<file path="src/rtl/rtcc_map.vh">
// Register map, field positions, codes and reset values of the counter control block
`ifndef RTCC_MAP_VH
`define RTCC_MAP_VH

// Register byte offsets
`define RTCC_CTRL_ADDR     6'h00
`define RTCC_STAT_ADDR     6'h0a

// Control register fields
`define RTCC_SOFT_RESET_BIT_BIT     0
`define RTCC_ENABLE_BIT    1
`define RTCC_MODE_LSB      2
`define RTCC_MODE_MSB      3
`define RTCC_HOURF_BIT     6
`define RTCC_MCLR_BIT      7
`define RTCC_PRESC_LSB     8
`define RTCC_PRESC_MSB     11

// Status and debug halfword: status in the low byte, debug control in the high byte
`define RTCC_BUSY_BIT      7
`define RTCC_DBG_BIT       8

// Byte lanes of the register port
`define RTCC_LANE_LO       0
`define RTCC_LANE_HI       1

// Reset values
`define RTCC_CTRL_RST      16'h0000
`define RTCC_MODE_RST      2'h0
`define RTCC_PRESC_RST     4'h0

// Operating mode codes
`define RTCC_MODE_WIDE     2'h0
`define RTCC_MODE_HALF     2'h1
`define RTCC_MODE_CAL      2'h2
`define RTCC_MODE_RSVD     2'h3

// Highest legal prescale code, divide by 1024
`define RTCC_PRESC_MAX     4'ha

`endif

</file>
<file path="src/rtl/rtcc_ctrl.v">
// Control register, enable and soft reset sequencing, and prescaler of the real-time counter
//
// Function
// RULE1 - Mode code selects wide, half or calendar counter
// RULE2 - Mode and prescale apply directly, no busy; a mode write sets busy, since it shares the low byte with enable
// RULE3 - Tick divides source by two to prescale code
// RULE4 - Enable bit reads back written value immediately
// RULE5 - Peripheral switches only after synchronisation delay
// RULE6 - Enable write sets busy; cleared on completion
// RULE7 - Enable and soft reset writable while running
// RULE8 - Writing zero to soft reset does nothing
// RULE9 - Soft reset restores registers except debug control
// RULE10 - Soft reset write discards all other fields
// RULE11 - Soft reset completes late, clears bit, busy
// RULE12 - Soft reset bit reads one while pending
// RULE13 - Clear on match only in wide, calendar
// RULE14 - Clear on match writable only while disabled
// RULE15 - Clear on match set clears counter on match
// RULE16 - Control register at zero, resets to zero
// RULE17 - Hour format bit, calendar only, disabled writes
// RULE18 - Protected writes while enabled are ignored
// RULE19 - Software waits for busy clear before retrying
`timescale 1ns/10ps
`include "rtcc_map.vh"

module rtcc_ctrl #(
	parameter SYNC_EDGES = 3,
	parameter SYNC_W     = 3,
	parameter PRESC_W    = 10
) (
	// Clock and reset
	input  wire        core_clk,
	input  wire        rst,
	// Register port
	input  wire        reg_wr_en,
	input  wire        reg_rd_en,
	input  wire [5:0]  reg_addr,
	input  wire [1:0]  reg_byte_en,
	input  wire [15:0] reg_wdata,
	output reg  [15:0] reg_rdata_ff,
	// Counter source clock pin
	input  wire        rtc_source_clock,
	// Match from the counter
	input  wire        cmp0_match,
	// Controls to the counter
	output wire        peripheral_on,
	output wire [1:0]  op_mode,
	output wire [3:0]  prescale_code,
	output wire        clear_on_match,
	output wire        hour_format_select,
	output reg         counter_tick_clock,
	output reg         counter_clear,
	output reg         soft_reset_done,
	output wire        debug_run_control,
	output wire        sync_busy_flag
);

	////////////////////////////////////////////////////////////////////////////////
	// Sequencer states

	localparam [1:0] ST_IDLE     = 2'b00;
	localparam [1:0] ST_EN_SYNC  = 2'b01;
	localparam [1:0] ST_RST_SYNC = 2'b10;

	localparam [SYNC_W-1:0] SYNC_LOAD = SYNC_EDGES[SYNC_W-1:0];
	localparam [SYNC_W-1:0] SYNC_LAST = {{(SYNC_W-1){1'b0}}, 1'b1};
	localparam [SYNC_W-1:0] SYNC_ONE  = {{(SYNC_W-1){1'b0}}, 1'b1};
	localparam [PRESC_W-1:0] PCNT_ONE  = {{(PRESC_W-1){1'b0}}, 1'b1};
	localparam [PRESC_W-1:0] PCNT_ZERO = {PRESC_W{1'b0}};

	////////////////////////////////////////////////////////////////////////////////
	// Functions

	// Low-bit mask of the prescale counter for a division by two to the code
	function [PRESC_W-1:0] presc_mask;
		input [3:0] code;
		reg   [PRESC_W:0] one_hot;
		begin
			one_hot    = {{PRESC_W{1'b0}}, 1'b1} << code;
			presc_mask = one_hot[PRESC_W-1:0] - PCNT_ONE;
		end
	endfunction

	// Modes in which clear on match is meaningful
	function mode_has_mclr;
		input [1:0] mode;
		begin
			mode_has_mclr = (mode == `RTCC_MODE_WIDE) || (mode == `RTCC_MODE_CAL);
		end
	endfunction

	////////////////////////////////////////////////////////////////////////////////
	// Registers

	reg               enable_ff;
	reg               enabled_ff;
	reg               soft_reset_bit_ff;
	reg               busy_ff;
	reg [1:0]         mode_ff;
	reg [3:0]         presc_ff;
	reg               mclr_ff;
	reg               hourf_ff;
	reg               dbg_ff;
	reg [1:0]         state_ff;
	reg [SYNC_W-1:0]  sync_cnt_ff;
	reg [PRESC_W-1:0] pcnt_ff;

	reg               nxt_enable;
	reg               nxt_enabled;
	reg               nxt_soft_reset_bit;
	reg               nxt_busy;
	reg [1:0]         nxt_mode;
	reg [3:0]         nxt_presc;
	reg               nxt_mclr;
	reg               nxt_hourf;
	reg               nxt_dbg;
	reg [1:0]         nxt_state;
	reg [SYNC_W-1:0]  nxt_sync_cnt;
	reg               nxt_done;

	reg [15:0]        ctrl_rd;
	reg [15:0]        stat_rd;

	wire              src_level;
	wire              src_rise;

	////////////////////////////////////////////////////////////////////////////////
	// Source clock pin

	rtcc_pin_sync u_src_sync (
		.core_clk (core_clk),
		.rst      (rst),
		.pin_in   (rtc_source_clock),
		.level_ff (src_level),
		.rise_ff  (src_rise)
	);

	////////////////////////////////////////////////////////////////////////////////
	// Register port decode

	wire ctrl_sel   = reg_addr == `RTCC_CTRL_ADDR;
	wire stat_sel   = reg_addr == `RTCC_STAT_ADDR;
	wire ctrl_wr_lo = reg_wr_en & ctrl_sel & reg_byte_en[`RTCC_LANE_LO];
	wire ctrl_wr_hi = reg_wr_en & ctrl_sel & reg_byte_en[`RTCC_LANE_HI];
	wire dbg_wr     = reg_wr_en & stat_sel & reg_byte_en[`RTCC_LANE_HI];

	wire soft_reset_bit_req  = ctrl_wr_lo & reg_wdata[`RTCC_SOFT_RESET_BIT_BIT]; // RULE8
	wire unlocked   = ~enable_ff & ~enabled_ff;

	wire [1:0] wr_mode  = reg_wdata[`RTCC_MODE_MSB:`RTCC_MODE_LSB];
	wire [3:0] wr_presc = reg_wdata[`RTCC_PRESC_MSB:`RTCC_PRESC_LSB];

	////////////////////////////////////////////////////////////////////////////////
	// Next-state logic

	always @* begin
		nxt_enable   = enable_ff;
		nxt_enabled  = enabled_ff;
		nxt_soft_reset_bit    = soft_reset_bit_ff;
		nxt_busy     = busy_ff;
		nxt_mode     = mode_ff;
		nxt_presc    = presc_ff;
		nxt_mclr     = mclr_ff;
		nxt_hourf    = hourf_ff;
		nxt_dbg      = dbg_ff;
		nxt_state    = state_ff;
		nxt_sync_cnt = sync_cnt_ff;
		nxt_done     = 1'b0;

		// Completion of a pending operation, counted in source clock edges
		case (state_ff)
			ST_IDLE: begin
				nxt_state = ST_IDLE;
			end
			ST_EN_SYNC: begin
				if (src_rise) begin
					if (sync_cnt_ff == SYNC_LAST) begin
						nxt_enabled = enable_ff; // RULE5
						nxt_busy    = 1'b0; // RULE6
						nxt_state   = ST_IDLE;
					end else begin
						nxt_sync_cnt = sync_cnt_ff - SYNC_ONE;
					end
				end
			end
			ST_RST_SYNC: begin
				if (src_rise) begin
					if (sync_cnt_ff == SYNC_LAST) begin
						// Everything returns to reset except debug control
						nxt_enable  = 1'b0; // RULE9
						nxt_enabled = 1'b0; // RULE9
						nxt_mode    = `RTCC_MODE_RST; // RULE9
						nxt_presc   = `RTCC_PRESC_RST; // RULE9
						nxt_mclr    = 1'b0; // RULE9
						nxt_hourf   = 1'b0; // RULE9
						nxt_soft_reset_bit   = 1'b0; // RULE11
						nxt_busy    = 1'b0; // RULE11
						nxt_done    = 1'b1;
						nxt_state   = ST_IDLE;
					end else begin
						nxt_sync_cnt = sync_cnt_ff - SYNC_ONE;
					end
				end
			end
			default: begin
				nxt_state = ST_IDLE;
			end
		endcase

		// Writes follow completion so a new request wins over an enable completion in the same cycle
		if (state_ff != ST_RST_SYNC) begin
			if (soft_reset_bit_req) begin
				// Other fields of this write are dropped
				nxt_soft_reset_bit    = 1'b1; // RULE10
				nxt_busy     = 1'b1; // RULE11
				nxt_state    = ST_RST_SYNC; // RULE11
				nxt_sync_cnt = SYNC_LOAD; // RULE11
			end else begin
				if (ctrl_wr_lo) begin
					nxt_enable   = reg_wdata[`RTCC_ENABLE_BIT]; // RULE4 RULE7
					nxt_busy     = 1'b1; // RULE6
					nxt_state    = ST_EN_SYNC; // RULE5
					nxt_sync_cnt = SYNC_LOAD; // RULE5
					if (unlocked) begin
						if (wr_mode != `RTCC_MODE_RSVD) begin
							nxt_mode = wr_mode; // RULE1 RULE2
						end
						nxt_mclr  = reg_wdata[`RTCC_MCLR_BIT]; // RULE14
						nxt_hourf = reg_wdata[`RTCC_HOURF_BIT]; // RULE17
					end
				end
				// Reserved prescale codes are not stored
				if (ctrl_wr_hi && unlocked && (wr_presc <= `RTCC_PRESC_MAX)) begin
					nxt_presc = wr_presc; // RULE2 RULE3 RULE18
				end
			end
		end

		// Debug control survives soft reset and is written at any time
		if (dbg_wr) begin
			nxt_dbg = reg_wdata[`RTCC_DBG_BIT]; // RULE9
		end
	end

	////////////////////////////////////////////////////////////////////////////////
	// Register readback

	always @* begin
		ctrl_rd = `RTCC_CTRL_RST; // RULE16
		ctrl_rd[`RTCC_SOFT_RESET_BIT_BIT]  = soft_reset_bit_ff; // RULE12
		ctrl_rd[`RTCC_ENABLE_BIT] = enable_ff; // RULE4
		ctrl_rd[`RTCC_MODE_MSB:`RTCC_MODE_LSB]   = mode_ff;
		ctrl_rd[`RTCC_PRESC_MSB:`RTCC_PRESC_LSB] = presc_ff;
		// Mode-dependent layout of the upper control bits
		ctrl_rd[`RTCC_MCLR_BIT]  = mclr_ff & mode_has_mclr(mode_ff); // RULE16
		ctrl_rd[`RTCC_HOURF_BIT] = hourf_ff & (mode_ff == `RTCC_MODE_CAL); // RULE16

		stat_rd = `RTCC_CTRL_RST;
		stat_rd[`RTCC_BUSY_BIT] = busy_ff; // RULE6
		stat_rd[`RTCC_DBG_BIT]  = dbg_ff;
	end

	////////////////////////////////////////////////////////////////////////////////
	// State registers

	always @(posedge core_clk) begin
		if (rst) begin
			enable_ff   <= 1'b0;
			enabled_ff  <= 1'b0;
			soft_reset_bit_ff    <= 1'b0;
			busy_ff     <= 1'b0;
			mode_ff     <= `RTCC_MODE_RST;
			presc_ff    <= `RTCC_PRESC_RST;
			mclr_ff     <= 1'b0;
			hourf_ff    <= 1'b0;
			dbg_ff      <= 1'b0;
			state_ff    <= ST_IDLE;
			sync_cnt_ff <= {SYNC_W{1'b0}};
		end else begin
			enable_ff   <= nxt_enable;
			enabled_ff  <= nxt_enabled;
			soft_reset_bit_ff    <= nxt_soft_reset_bit;
			busy_ff     <= nxt_busy;
			mode_ff     <= nxt_mode;
			presc_ff    <= nxt_presc;
			mclr_ff     <= nxt_mclr;
			hourf_ff    <= nxt_hourf;
			dbg_ff      <= nxt_dbg;
			state_ff    <= nxt_state;
			sync_cnt_ff <= nxt_sync_cnt;
		end
	end

	////////////////////////////////////////////////////////////////////////////////
	// Read data, one cycle after the read strobe

	always @(posedge core_clk) begin
		if (rst) begin
			reg_rdata_ff <= `RTCC_CTRL_RST;
		end else if (reg_rd_en) begin
			if (ctrl_sel) begin
				reg_rdata_ff <= ctrl_rd;
			end else if (stat_sel) begin
				reg_rdata_ff <= stat_rd;
			end else begin
				reg_rdata_ff <= `RTCC_CTRL_RST;
			end
		end
	end

	////////////////////////////////////////////////////////////////////////////////
	// Prescaler: one tick per two-to-the-code source edges while running

	always @(posedge core_clk) begin
		if (rst) begin
			pcnt_ff            <= PCNT_ZERO;
			counter_tick_clock <= 1'b0;
		end else begin
			counter_tick_clock <= 1'b0;
			if (!enabled_ff) begin
				pcnt_ff <= PCNT_ZERO;
			end else if (src_rise) begin
				if ((pcnt_ff & presc_mask(presc_ff)) == presc_mask(presc_ff)) begin
					pcnt_ff            <= PCNT_ZERO;
					counter_tick_clock <= 1'b1; // RULE3
				end else begin
					pcnt_ff <= pcnt_ff + PCNT_ONE; // RULE3
				end
			end
		end
	end

	////////////////////////////////////////////////////////////////////////////////
	// Clear on match and soft reset completion pulse

	always @(posedge core_clk) begin
		if (rst) begin
			counter_clear   <= 1'b0;
			soft_reset_done <= 1'b0;
		end else begin
			counter_clear   <= enabled_ff & clear_on_match & cmp0_match; // RULE15
			soft_reset_done <= nxt_done; // RULE9
		end
	end

	////////////////////////////////////////////////////////////////////////////////
	// Outputs to the counter

	assign peripheral_on      = enabled_ff;
	assign op_mode            = mode_ff; // RULE1
	assign prescale_code      = presc_ff;
	assign clear_on_match     = mclr_ff & mode_has_mclr(mode_ff); // RULE13
	assign hour_format_select = hourf_ff & (mode_ff == `RTCC_MODE_CAL); // RULE17
	assign debug_run_control  = dbg_ff;
	assign sync_busy_flag     = busy_ff;

endmodule

</file>
<file path="src/rtl/rtcc_pin_sync.v">
// Three-stage pin synchroniser with agreement filter and rising-edge pulse
`timescale 1ns/10ps

module rtcc_pin_sync (
	// Clock and reset
	input  wire core_clk,
	input  wire rst,
	// Asynchronous pin
	input  wire pin_in,
	// Filtered level and its rising edge
	output reg  level_ff,
	output reg  rise_ff
);

	reg s1_ff;
	reg s2_ff;
	reg s3_ff;

	always @(posedge core_clk) begin
		if (rst) begin
			s1_ff    <= 1'b0;
			s2_ff    <= 1'b0;
			s3_ff    <= 1'b0;
			level_ff <= 1'b0;
			rise_ff  <= 1'b0;
		end else begin
			s1_ff   <= pin_in;
			s2_ff   <= s1_ff;
			s3_ff   <= s2_ff;
			rise_ff <= 1'b0;
			// A change counts once the second and third stages agree
			if (s2_ff == s3_ff) begin
				level_ff <= s3_ff;
				rise_ff  <= s3_ff & ~level_ff;
			end
		end
	end

endmodule

</file>
<file path="config.mk">
export PLATFORM = sky130hd
export DESIGN_NAME = rtcc_ctrl
export DESIGN_NICKNAME = d
export VERILOG_FILES = /design/src/rtl/rtcc_ctrl.v /design/src/rtl/rtcc_pin_sync.v
export VERILOG_INCLUDE_DIRS = /design/src /design/src/rtl
export SDC_FILE = /design/constraint.sdc
export NUM_CORES = 1
export LEC_CHECK = 0
export BUFFER_PORTS_ARGS = -buffer_cell sky130_fd_sc_hd__buf_2
export CAP_MARGIN = 10
export CELL_PAD_IN_SITES_DETAIL_PLACEMENT = 2
export CELL_PAD_IN_SITES_GLOBAL_PLACEMENT = 2
export CORE_MARGIN = 2
export CORE_UTILIZATION = 33
export DETAILED_ROUTE_END_ITERATION = 12
export HOLD_SLACK_MARGIN = 0.05
export PLACE_DENSITY = 0.92
export SYNTH_ARGS = -nofsm -noshare
export SYNTH_HDL_FRONTEND = slang
export SYNTH_SLANG_ARGS = --single-unit
</file>
<file path="constraint.sdc">
create_clock -name core_clk -period 7.9 [get_ports core_clk]
set_clock_uncertainty 0.05 [all_clocks]
set_input_delay 1.58 -clock core_clk [delete_from_list [all_inputs] [get_ports core_clk]]
set_output_delay 1.58 -clock core_clk [all_outputs]
set_load 0.005 [all_outputs]
</file>
; ---- After elaboration in Yosys (flattened, before gate mapping)
; Cells that the tools add are included.
[totals]
register_bits = 52
out_inout_bits = 30
word_cells = 137
[classes]
add_sub_neg = 3
magnitude_cmp = 1
eq_ne = 13
shift = 1
mux = 67
n_bitwise = 19
reduce_logical = 12
[op_table]
columns = op, n
row1 = $mux 1, 37
row2 = $mux 2, 14
row3 = $mux 4, 6
row4 = $mux 3, 6
row5 = $and 1x1->1, 12
row6 = $mux 12, 1
row7 = $add 10x1->10 const B, 1
row8 = $and 10x10->10, 1
row9 = $eq 10x10->1, 1
row10 = $mux 10, 1
row11 = $shl 1x4->10 const A, 1
row12 = $sub 10x1->10 const B, 1
row13 = $mux 9, 1
row14 = $ne 2x2->1 const B, 4
row15 = $eq 6x4->1 const B, 1
row16 = $logic_not 6->1, 1
row17 = $not 1->1, 6
row18 = $reduce_or 2->1, 3
row19 = $reduce_or 3->1, 2
row20 = $reduce_and 5->1, 1
row21 = $eq 2x2->1 const B, 2
row22 = $le 4x4->1 const B, 1
row23 = $ne 2x1->1 const B, 2
row24 = $eq 3x1->1 const B, 1
row25 = 8 further kinds, 9

; ---- Longest topological paths before layout
; Gate-level depths: netlist of run 1.
[logic_depth]
ltp_word = 9
ltp_mapped = 10
depth_no_buf = 8

; ---- By module
; From an unflattened synthesis of run 1, not the netlist that was laid out.
[unflattened]
cells_unflattened = 267
area_unflattened_um2 = 2361.0
[modules_own_cells]
columns = mod, instances, cells_each, area_each_um2, seq_area_each_um2
row1 = rtcc_ctrl, 1, 255, 2212.1, 820.8
row2 = rtcc_pin_sync, 1, 12, 148.9, 100.1

; ---- Worst setup path after synthesis of run 1
; OpenSTA, ideal clock, no wires.
[synth_timing]
path_type = input -> register
from = in reg_addr[2]
to = reg enable_ff
setup_time_ns = 0.132
arrival_ns = 3.013
required_time_ns = 7.718
path_slack_ns = 4.705
cell_stages = 5
path_cell_list = or4_1 -> buf_2 -> or4_4 -> o211ai_1 -> a21oi_1
[synth_between]
elab_chain_cells = 6
word_cells_on_any_way = 7
classes_between = mux: 3 / bitwise: 3 / reduce/logical: 1
[synth_lines]
columns = item, line_no
row1 = start: declaration, rtcc_ctrl.v:37  ; input wire [5:0] reg_addr,
row2 = $logic_not 6->1 (no line) *, --
row3 = $and 1x1->1 * (2 in a row), rtcc_ctrl.v:143  ; wire ctrl_wr_lo = reg_wr_en & ctrl_sel & reg_byte_en[`RTCC_LANE_LO];
row4 = $mux 1 / $and 1x1->1 (equally long branches), "rtcc_ctrl.v:219, rtcc_ctrl.v:147"
row5 = $mux 1 *, rtcc_ctrl.v:212  ; if (soft_reset_bit_req) begin
row6 = $mux 1 *, rtcc_ctrl.v:211  ; if (state_ff != ST_RST_SYNC) begin
row7 = end signal: assignment, rtcc_ctrl.v:280  ; enable_ff <= nxt_enable;
row8 = end: declaration, rtcc_ctrl.v:95  ; reg enable_ff;
; Every way passes the cells marked *; elsewhere a longest branch is shown, timed or not.
; A chain may end at the register's enable or synchronous reset.

; ---- Worst setup path in the final report of run 1
[layout_timing]
from = in reg_addr[2]
to = reg presc_ff[3], in the netlist prescale_code[3]
[layout_between]
elab_chain_cells = 8
word_cells_on_any_way = 10
classes_between = mux: 3 / bitwise: 4 / reduce/logical: 3
[layout_lines]
columns = item, line_no
row1 = $logic_not 6->1 (no line) *, --
row2 = $and 1x1->1 *, "rtcc_ctrl.v:143, rtcc_ctrl.v:144"
row3 = $and 1x1->1, rtcc_ctrl.v:144  ; wire ctrl_wr_hi = reg_wr_en & ctrl_sel & reg_byte_en[`RTCC_LANE_HI];
row4 = $logic_and 1x1->1 (2 in a row), rtcc_ctrl.v:233  ; if (ctrl_wr_hi && unlocked && (wr_presc <= `RTCC_PRESC_MAX)) begin
row5 = $mux 4, rtcc_ctrl.v:233
row6 = $mux 4 *, rtcc_ctrl.v:212
row7 = $mux 4 *, rtcc_ctrl.v:211
row8 = end signal: assignment, rtcc_ctrl.v:273  ; presc_ff <= `RTCC_PRESC_RST;
row9 = end signal: assignment, rtcc_ctrl.v:285  ; presc_ff <= nxt_presc;
row10 = end: declaration, rtcc_ctrl.v:100  ; reg [3:0] presc_ff;
; Marks and branches as above.

==> out/metrics.yaml, run 1 <==
crit_type: "in2reg"
grt_usage_pct: 20.8
crit_chain: "buf_2 > or4_1 > nor3_1 > o2111ai_1 > or2_0 > a21oi_1"
antenna_found_initial: 0
drive_above_1_share_pct: 20.5
fmax_ghz: 0.299
syn_area_sq_um: 2350
synth_fa_ha_area_share_pct: 3.20
synthArstFlopShare_pct: 0
slowest_delay_ns: 0.67
first_iter_violations: 68
yosys-top-cells-area: "dfxtp_1, a21oi_1, nand3_1"
yosys.area_share.simple_pct: 29.4
diodes: 0
final_nets: 352
synth_top_area_share_pct: 39.2
crit_fanout: 8
h-tree-depth: 2
synthXorXnorAreaFrac_pct: 3.36
cts_max_path_buffers: 2
portBuffers: 47
final_antenna_net_count: 0
cts_tree: "built"
synth_top_family_by_area: "simple AND/OR/NAND/NOR gates"
ys.flop_type: "dfxtp_1"
synth.distinct_cells: 51
status: "completed"
dieArea_sq_um: 7800
worstMarginPinSlew_ns: 0.677
slowest_stage: "or4_1"
drc: 0
muxShareOfSynthArea_pct: 0.426
p_per_area_nw_per_um2: 161
ys_seq_area_share_pct: 39.2
worstPathArrival_ns: 3.54
insertion_delay_ns: 0.31
fin_ws_ns: 4.55
synth_compound_area_share_pct: 17.6
hold_class: "reg2reg"
wl_per_cell_um: 18.5
drv_slew: 0
syn_inst: 279
maxCapViolCount: 0
synth-edff-count: 0
die_h_um: 88.3
preCtsSetupSlack_ns: 4.25
ir_drop_v: 0.0000583
area_growth_pct: 15.8
start_util_pct: 34.4
ioPinCount: 60
cp-start-kind: "input port"
grt_overflow: 0
period_needed_ns: 3.35
cts_buffers: 5
hold_viol_final: 0
wl_um: 7650
grt_pass1_vias: 2416
synth-seq-cells: 46
die_w_um: 88.3
grt_pass1_wl_um: 12400
grt_max_degree: 36
ctsResizeCount: 0
rsz0062_at_grt: "false"
num_rows: 30
ctsHoldBuffers: 0
finalPower_w: 0.000438
post_cts_buffers: 0
slew_headroom_pct: 54.8
required_ns: 8.09
first_pass_iters: 4
core_area_sq_um: 6830
avgSynthCellArea_sq_um: 8.41
fin_crit_sh_pct: 42.4
cts-root-buf: "clkbuf_8"
yosysWarnings: 0
detailroute.via_count: 2232
setup_violations: 0
dp_hpwl_um: 5510
power_leakage_nw: 1.07
clkSinkCount: 46
yosys.area.top_type: "dfxtp_1"
clk_pin_slew_ns: 0.09
gp_congestion: 0.810
endpoint_kind: "flip-flop"
viasPerCell: 5.40
finalSetupTns_ns: 0
## layout by cell type (no fill, tap or decap), drive strengths merged, types with 2 or more instances in the layout
master / count
xnor2: 3
and3: 6
o41ai: 4
a22oi: 3
nor2b: 11
o2111ai: 2
or2: 5
nand2: 17
and2: 2
nor4b: 2
dfxtp: 46
buf: 47
o21bai: 2
nor3: 7
nor4: 3
conb: 6
inv: 11
o21ai: 6
nor2: 21
a211oi: 11
or4: 3
a21oi: 28
nand3: 23
nand2b: 13
clkbuf: 5
o21a: 2
nand4: 2
ha: 6
a2bb2oi: 2
xor2: 6
## stage by stage
step	instance area, sq um	util (%)	instances	hold WS [ns]
finish	2720	39.8	413	0.408
floorplan	2370	-	284	0.364
CTS	2720	39.8	413	0.410
detailed placement	2610	38.1	405	0.390
global placement	2610	38.1	405	0.370
global route	2720	39.8	413	0.413
## cells in the mapped netlist (4+ instances only)
library cell / count
dfxtp_1: 46
a21oi_1: 28
nand3_1: 22
nor2_1: 19
nand2_1: 17
nand2b_1: 13
a211oi_1: 11
clkbuf_1: 11
nor2b_1: 11
inv_1: 10
and3_1: 6
buf_4: 6
ha_1: 6
nor3_1: 6
o21ai_0: 6
xor2_1: 6
o41ai_1: 4
or2_0: 4
## metal layers
| layer | track usage, % | wire (um) | vias up |
|---|---|---|---|
| met5 | 0 | 0 | - |
| met4 | 9.09 | 246 | 0 |
| met3 | 4.66 | 271 | 21 |
| met2 | 37.7 | 4110 | 63 |
| met1 | 23.4 | 3020 | 1108 |
| li1 | - | - | 1040 |
## worst max-delay path: cells and delay by family
family | cells | cell delay, ns
and+or+nand+nor | 3 | 1.33
buffers and inverters | 1 | 0.09
AOI/OAI and AO/OA | 2 | 0.53
## registers in the layout (all words and copies together), names as in the netlist
register             cells
counter_tick_clock       1
reg_rdata_ff            10
peripheral_on            1
u_src_sync.s3_ff         1
u_src_sync.s2_ff         1
soft_reset_bit_ff        1
debug_run_control        1
u_src_sync.level_ff      1
counter_clear            1
hourf_ff                 1
pcnt_ff                 10
prescale_code            4
state_ff                 2
u_src_sync.rise_ff       1
enable_ff                1
sync_cnt_ff              3
sync_busy_flag           1
op_mode                  2
mclr_ff                  1
u_src_sync.s1_ff         1
soft_reset_done          1
## worst paths after layout
| path | startpoint | to | slack, ns | cells past startpoint |
|---|---|---|---|---|
| worst max-delay path | reg_addr[2] | prescale_code[3] | 4.55 | 6 |
| worst min-delay path | u_src_sync.s1_ff | u_src_sync.s2_ff | 0.41 | 1 |
| worst max register to register | prescale_code[2] | pcnt_ff[6] | 4.84 | 8 |
| worst min register to register | u_src_sync.s1_ff | u_src_sync.s2_ff | 0.41 | 1 |
## cell type report
| class | count | area (sq um) |
|---|---|---|
| Sequential cell | 46 | 921 |
| Tap cell | 96 | 120 |
| Clock buffer | 5 | 68.8 |
| Timing Repair Buffer | 47 | 235 |
| Inverter | 10 | 37.5 |
| Clock inverter | 3 | 43.8 |
| Fill cell | 836 | 4110 |
| Multi-Input combinational cell | 206 | 1290 |
## report_power, final
part           internal, W  leakage, nW  switching, W
Clock            0.0000950       0.0585     0.0000889
Sequential        0.000233        0.371   0.000000749
Combinational   0.00000799        0.637     0.0000129
## cell families after synthesis
family | after synthesis
and+or+nand+nor | 119
buffers and inverters | 32
DFF | 46
AOI/OAI and AO/OA | 65
muxes | 1
adders and majority gates | 6
other | 1
xor gates and xnor gates | 9
No activity file was read; power rests on OpenSTA's default activity.
==> run 2: changes to the inputs <==
--- a/config.mk
+++ b/config.mk
@@ -6,15 +6,16 @@
 export SDC_FILE = /design/constraint.sdc
 export NUM_CORES = 1
 export LEC_CHECK = 0
+export ABC_AREA = 1
 export BUFFER_PORTS_ARGS = -buffer_cell sky130_fd_sc_hd__buf_2
 export CAP_MARGIN = 10
 export CELL_PAD_IN_SITES_DETAIL_PLACEMENT = 2
 export CELL_PAD_IN_SITES_GLOBAL_PLACEMENT = 2
 export CORE_MARGIN = 2
-export CORE_UTILIZATION = 33
+export CORE_UTILIZATION = 26
 export DETAILED_ROUTE_END_ITERATION = 12
 export HOLD_SLACK_MARGIN = 0.05
-export PLACE_DENSITY = 0.92
+export PLACE_DENSITY = 0.82
 export SYNTH_ARGS = -nofsm -noshare
 export SYNTH_HDL_FRONTEND = slang
 export SYNTH_SLANG_ARGS = --single-unit
==> constraint.sdc (replaced) <==
create_clock -name core_clk -period 3.03 [get_ports core_clk]
set_clock_uncertainty 0.05 [all_clocks]
set_input_delay 0.606 -clock core_clk [delete_from_list [all_inputs] [get_ports core_clk]]
set_output_delay 0.606 -clock core_clk [all_outputs]
set_load 0.005 [all_outputs]
==> run 2 against run 1 <==
Final cell count up 20%. Largest cell class unchanged. Count of clock-buffer cells in the layout up 1. Synthesized cell count up 22%. Register-to-register slack worse by 3.8 ns. Wire length down 6.5%. Sequential share of layout area down 1.2 points. Highest routed layer unchanged. Critical path type is now reg2reg. Area after synthesis up 2.8%. Cell area up 3.8%. Critical endpoint is now pcnt_ff[4]. Critical path depth up 4. Largest power group unchanged.
==> out/metrics.yaml, run 2 <==
status: "completed"
synthArstFlopShare_pct: 0
grt_pass1_vias: 2554
fmax_ghz: 0.496
finalSetupTns_ns: 0
fin_util_pct: 31.0
preCtsSetupSlack_ns: 0.991
yosysWarnings: 0
endpoint_kind: "flip-flop"
setup_violations: 0
dieArea_sq_um: 10100
clk_pin_slew_ns: 0.09
antenna_found_initial: 0
clkSinkCount: 46
wl_um: 7150
ys_seq_area_share_pct: 38.2
die_w_um: 100
n_fill_cell: 1128
fin_crit_sh_pct: 66.5
rsz0062_at_grt: "false"
timing.rr.start: "prescale_code[3]"
drive_above_1_share_pct: 20.7
grt_usage_pct: 15.2
fin_ws_ns: 1.02
hold_path_startpoint: "u_src_sync.s1_ff"
final_nets: 421
syn_inst: 340
ctsResizeCount: 0
required_ns: 3.19
syn_area_sq_um: 2410
die_h_um: 100
ctsHoldBuffers: 0
yosys-top-cells-area: "dfxtp_1, nand2_1, inv_1"
cp-start-kind: "flip-flop"
grt_max_degree: 22
crit_type: "reg2reg"
synth.cells.most_frequent: "nand2_1, inv_1, dfxtp_1"
final_antenna_net_count: 0
hold_viol_final: 0
p_per_area_nw_per_um2: 388
crit_fanout: 9
yosys.area.top_type: "dfxtp_1"
grt_overflow: 0
area_growth_pct: 16.8
grt_pass1_wl_um: 12300
num_rows: 35
layout_commonest_cell: "nand2_1"
diodes: 0
avgSynthCellArea_sq_um: 7.10
wl_met3_um: 126
highest_layer: "met4"
post_cts_buffers: 0
dp_hpwl_um: 5500
portBuffers: 47
ys.flop_type: "dfxtp_1"
crit_chain: "nor2_4 > nand2_1 > ha_1 > inv_1 > nand3_1 > nand2_1 > a21oi_2 > nand3_4 > nand3_1 > inv_1"
power_leakage_nw: 1.27
layout_common_cells: "nand2_1, inv_1, buf_2, dfxtp_1, nor2_1"
synth-edff-count: 0
hold_class: "reg2reg"
synth.distinct_cells: 36
detailroute.via_count: 2334
cts_max_path_buffers: 2
drc: 0
insertion_delay_ns: 0.30
ir_drop_v: 0.000197
cts-root-buf: "clkbuf_8"
cts_tree: "built"
maxCapViolCount: 0
drv_slew: 0
core_area_sq_um: 9110
viasPerCell: 4.70
ioPinCount: 60
start_util_pct: 26.5
first_iter_violations: 35
finalPower_w: 0.00110
gp_congestion: 0.755
cts_buffers: 5
first_pass_iters: 4
slowest_delay_ns: 0.62
met1_length_um: 3170
synth_top_area_share_pct: 38.2
slowest_stage: "dfxtp_1"
h-tree-depth: 2
worstPathArrival_ns: 2.17
synth-seq-cells: 46
period_needed_ns: 2.01
critPathLaunch: "prescale_code[3]"
wl_met2_um: 3770
yosysMostFrequentCell: "nand2_1"
wl_per_cell_um: 14.4
[run 2: changes by cell type after synthesis, sizes merged, moves of 11 or more]
cell    delta
inv       +39
o21ai     +12
nor2      +30
nand2b    -13
nor2b     -11
nand2     +55
[run 2: worst max-delay path: cells and delay by family, from the launching register on]
family | cells | cell delay, ns
AO/OA/AOI/OAI | 1 | 0.21
adder cells (fa/ha/maj) | 1 | 0.25
buffers and inverters | 2 | 0.15
flip-flops | 1 | 0.62
AND/OR/NAND/NOR | 6 | 0.63
[run 2: through the flow]
| stage | hold WS (ns) | cells | instance area (sq um) |
|---|---|---|---|
| 2_1_floorplan | 0.338 | 345 | 2430 |
| 3_3_place_gp | 0.342 | 489 | 2730 |
| 3_5_place_dp | 0.355 | 489 | 2730 |
| 4_1_cts | 0.368 | 497 | 2820 |
| 5_1_grt | 0.399 | 497 | 2820 |
| 6_report | 0.361 | 497 | 2820 |
[run 2: final timing paths]
check / cells past startpoint / slack (ns) / to
worst max-delay path: 10 / 1.02 / pcnt_ff[4]
worst max register to register: 10 / 1.02 / pcnt_ff[4]
worst min register to register: 2 / 0.36 / u_src_sync.s2_ff
worst min-delay path: 2 / 0.36 / u_src_sync.s2_ff
[run 2: final cells by class]
type | instances | area (sq um) | area share [%]
clock inverter | 2 | 12.5 | 0.444
clock buffer | 6 | 82.6 | 2.93
multi-input combinational | 234 | 1230 | 43.7
inverter | 50 | 189 | 6.70
timing repair buffer | 48 | 243 | 8.61
sequential | 46 | 921 | 32.7
tap | 111 | 139 | 4.92
[run 2: kinds of logic after synthesis]
family | Yosys count | share of synthesized area (%)
DFF | 46 | 38.2
adders and majority gates | 6 | 3.11
buffers and inverters | 65 | 11.5
other | 1 | 0.155
and+or+nand+nor | 159 | 31.7
xor gates and xnor gates | 6 | 2.18
AOI/OAI and AO/OA | 57 | 13.2
[run 2: where the power goes]
group,switching (W),internal [W],total (W)
logic,0.0000452,0.0000284,0.0000736
registers,0.00000451,0.000613,0.000617
clock network,0.000221,0.000184,0.000405
[run 2: per-layer routing]
layer / vias to the layer above / GRT usage (%)
li1: 1159 / -
met3: 6 / 1.74
met5: - / 0
met4: 0 / 3.79
met2: 27 / 28.2
met1: 1142 / 18.5
==> run 3: changes to the inputs <==
==> constraint.sdc (replaced) <==
create_clock -name core_clk -period 1.85 [get_ports core_clk]
set_clock_uncertainty 0.05 [all_clocks]
set_input_delay 0.37 -clock core_clk [delete_from_list [all_inputs] [get_ports core_clk]]
set_output_delay 0.37 -clock core_clk [all_outputs]
set_load 0.005 [all_outputs]
==> run 3 against run 2 <==
The flow now finishes with violations (negative setup slack). Wire length up 14%. Count of clock-buffer cells in the layout down 1. Largest power group unchanged. Combinational power up 82%. Via count up 6.6%.
==> out/metrics.yaml, run 3 (same netlist as run 2, synthesis figures left out) <==
hold_viol_final: 0
viasPerCell: 4.84
p_int_w: 0.00133
critPathLaunch: "prescale_code[0]"
combPwrFrac_pct: 7.4
gp_congestion: 0.808
cts_buffers: 5
clk_pin_slew_ns: 0.10
grt_pass1_wl_um: 13000
rsz0062_at_grt: "true"
fin_ws_ns: -0.00490
switchingPower_w: 0.000486
status: "finished, violations left"
period_needed_ns: 1.85
multi_input_area_sq_um: 1320
wl_met2_um: 4420
layout_commonest_cell: "nand2_1"
ioPinCount: 60
power_leakage_nw: 1.36
timing.rr.start: "prescale_code[0]"
maxCapViolCount: 0
finalPower_w: 0.00181
first_pass_iters: 4
dieArea_sq_um: 10100
drv_slew: 0
grt_max_degree: 22
drive_above_1_share_pct: 28.3
diodes: 0
layout_common_cells: "nand2_1, buf_2, inv_1, dfxtp_1, nor2_1"
met1_length_um: 3410
grt_overflow: 0
wl_per_cell_um: 15.8
p_clk_share_pct: 36.9
die_h_um: 100
first_iter_violations: 32
num_rows: 35
required_ns: 2.02
drc: 0
endpoint_kind: "flip-flop"
cts_tree: "built"
fin_crit_sh_pct: 100
die_w_um: 100
dp_hpwl_um: 5850
hold_path_startpoint: "rtc_source_clock"
detailroute.via_count: 2487
clkSinkCount: 46
ctsHoldBuffers: 0
hold_class: "in2reg"
wl_met3_um: 181
netSwitchingFraction_pct: 26.8
antenna_found_initial: 0
grt_pass1_vias: 2646
setup_violations: 3
highest_layer: "met4"
cts_max_path_buffers: 2
insertion_delay_ns: 0.31
n_fill_cell: 1108
core_area_sq_um: 9110
ir_drop_v: 0.000296
area_growth_pct: 25.7
violations: "negative setup slack"
reg2reg_depth: 11
final_nets: 438
portBuffers: 47
start_util_pct: 26.5
cp-start-kind: "flip-flop"
grt_usage_pct: 16.4
wl_um: 8130
h-tree-depth: 2
crit_fanout: 5
p_per_area_nw_per_um2: 598
crit_type: "reg2reg"
whs_path_depth: 3
power_frac_seq_pct: 55.7
cts-root-buf: "clkbuf_8"
final_antenna_net_count: 0
worstPathArrival_ns: 2.02
fin_util_pct: 33.3
fmax_ghz: 0.539
ff_latch_area_sq_um: 927
==> run 3: timing repair <==
| action | 4_1_cts | 5_1_grt |
|---|---|---|
| cloned | 1 | 0 |
| endpoints found under the setup margin | 7 | 16 |
| gates resized for setup | 3 | 20 |
| pin swaps | 2 | 11 |
| setup buffers | 1 | 2 |
==> run 3: cell type report <==
cell class	instances	share of cell area, %
multi-input cells	235	43.6
clock buffers	5	2.27
inverters	50	6.23
clock inverters	3	0.825
repair buffers	64	12.0
flip-flops and latches	46	30.6
well taps	111	4.58
==> run 3: stage by stage <==
step	hold WS (ns)	std cells	cell area (sq um)	setup WS (ns)	setup TNS [ns]
2_1_floorplan	0.338	345	2430	0.101	0
3_3_place_gp	0.345	502	2820	0.0153	0
3_5_place_dp	0.367	502	2820	-0.0208	-0.0436
4_1_cts	0.200	512	2950	0.00213	0
5_1_grt	0.221	514	3030	-0.124	-0.955
6_report	0.206	514	3030	-0.00490	-0.00609
==> run 3: worst paths after layout <==
kind | slack, ns | endpoint
worst max register to register | -0.005 | pcnt_ff[2]
worst min-delay path | 0.21 | u_src_sync.s1_ff
worst min register to register | 0.38 | u_src_sync.s2_ff
worst max-delay path | -0.005 | pcnt_ff[2]
==> run 3: power by group through the flow <==
| stage | combinational, W | clock, W | sequential, W |
|---|---|---|---|
| after floorplan | 0.0000707 | 0 | 0.00103 |
| after global placement | 0.000120 | 0 | 0.00103 |
| after detailed placement | 0.000127 | 0 | 0.00103 |
| after CTS | 0.000131 | 0.000695 | 0.00101 |
| after global routing | 0.000150 | 0.000726 | 0.00101 |
| final | 0.000134 | 0.000670 | 0.00101 |
==> run 3: per-layer routing <==
layer	global-route usage [%]	vias to the layer above
li1	-	1194
met1	18.9	1240
met2	30.7	42
met3	2.58	11
met4	5.27	0
met5	0	-
==> run 3: worst max-delay path, stage by stage (launching register included) <==
cell	delay (ns)
dfxtp_4	0.38
nor2_4	0.13
nand2_2	0.10
ha_4	0.26
or2_2	0.10
nand3_2	0.06
nor2_2	0.11
nand2_2	0.08
nor2_4	0.19
nand3_4	0.15
nand2_2	0.11
inv_2	0.03
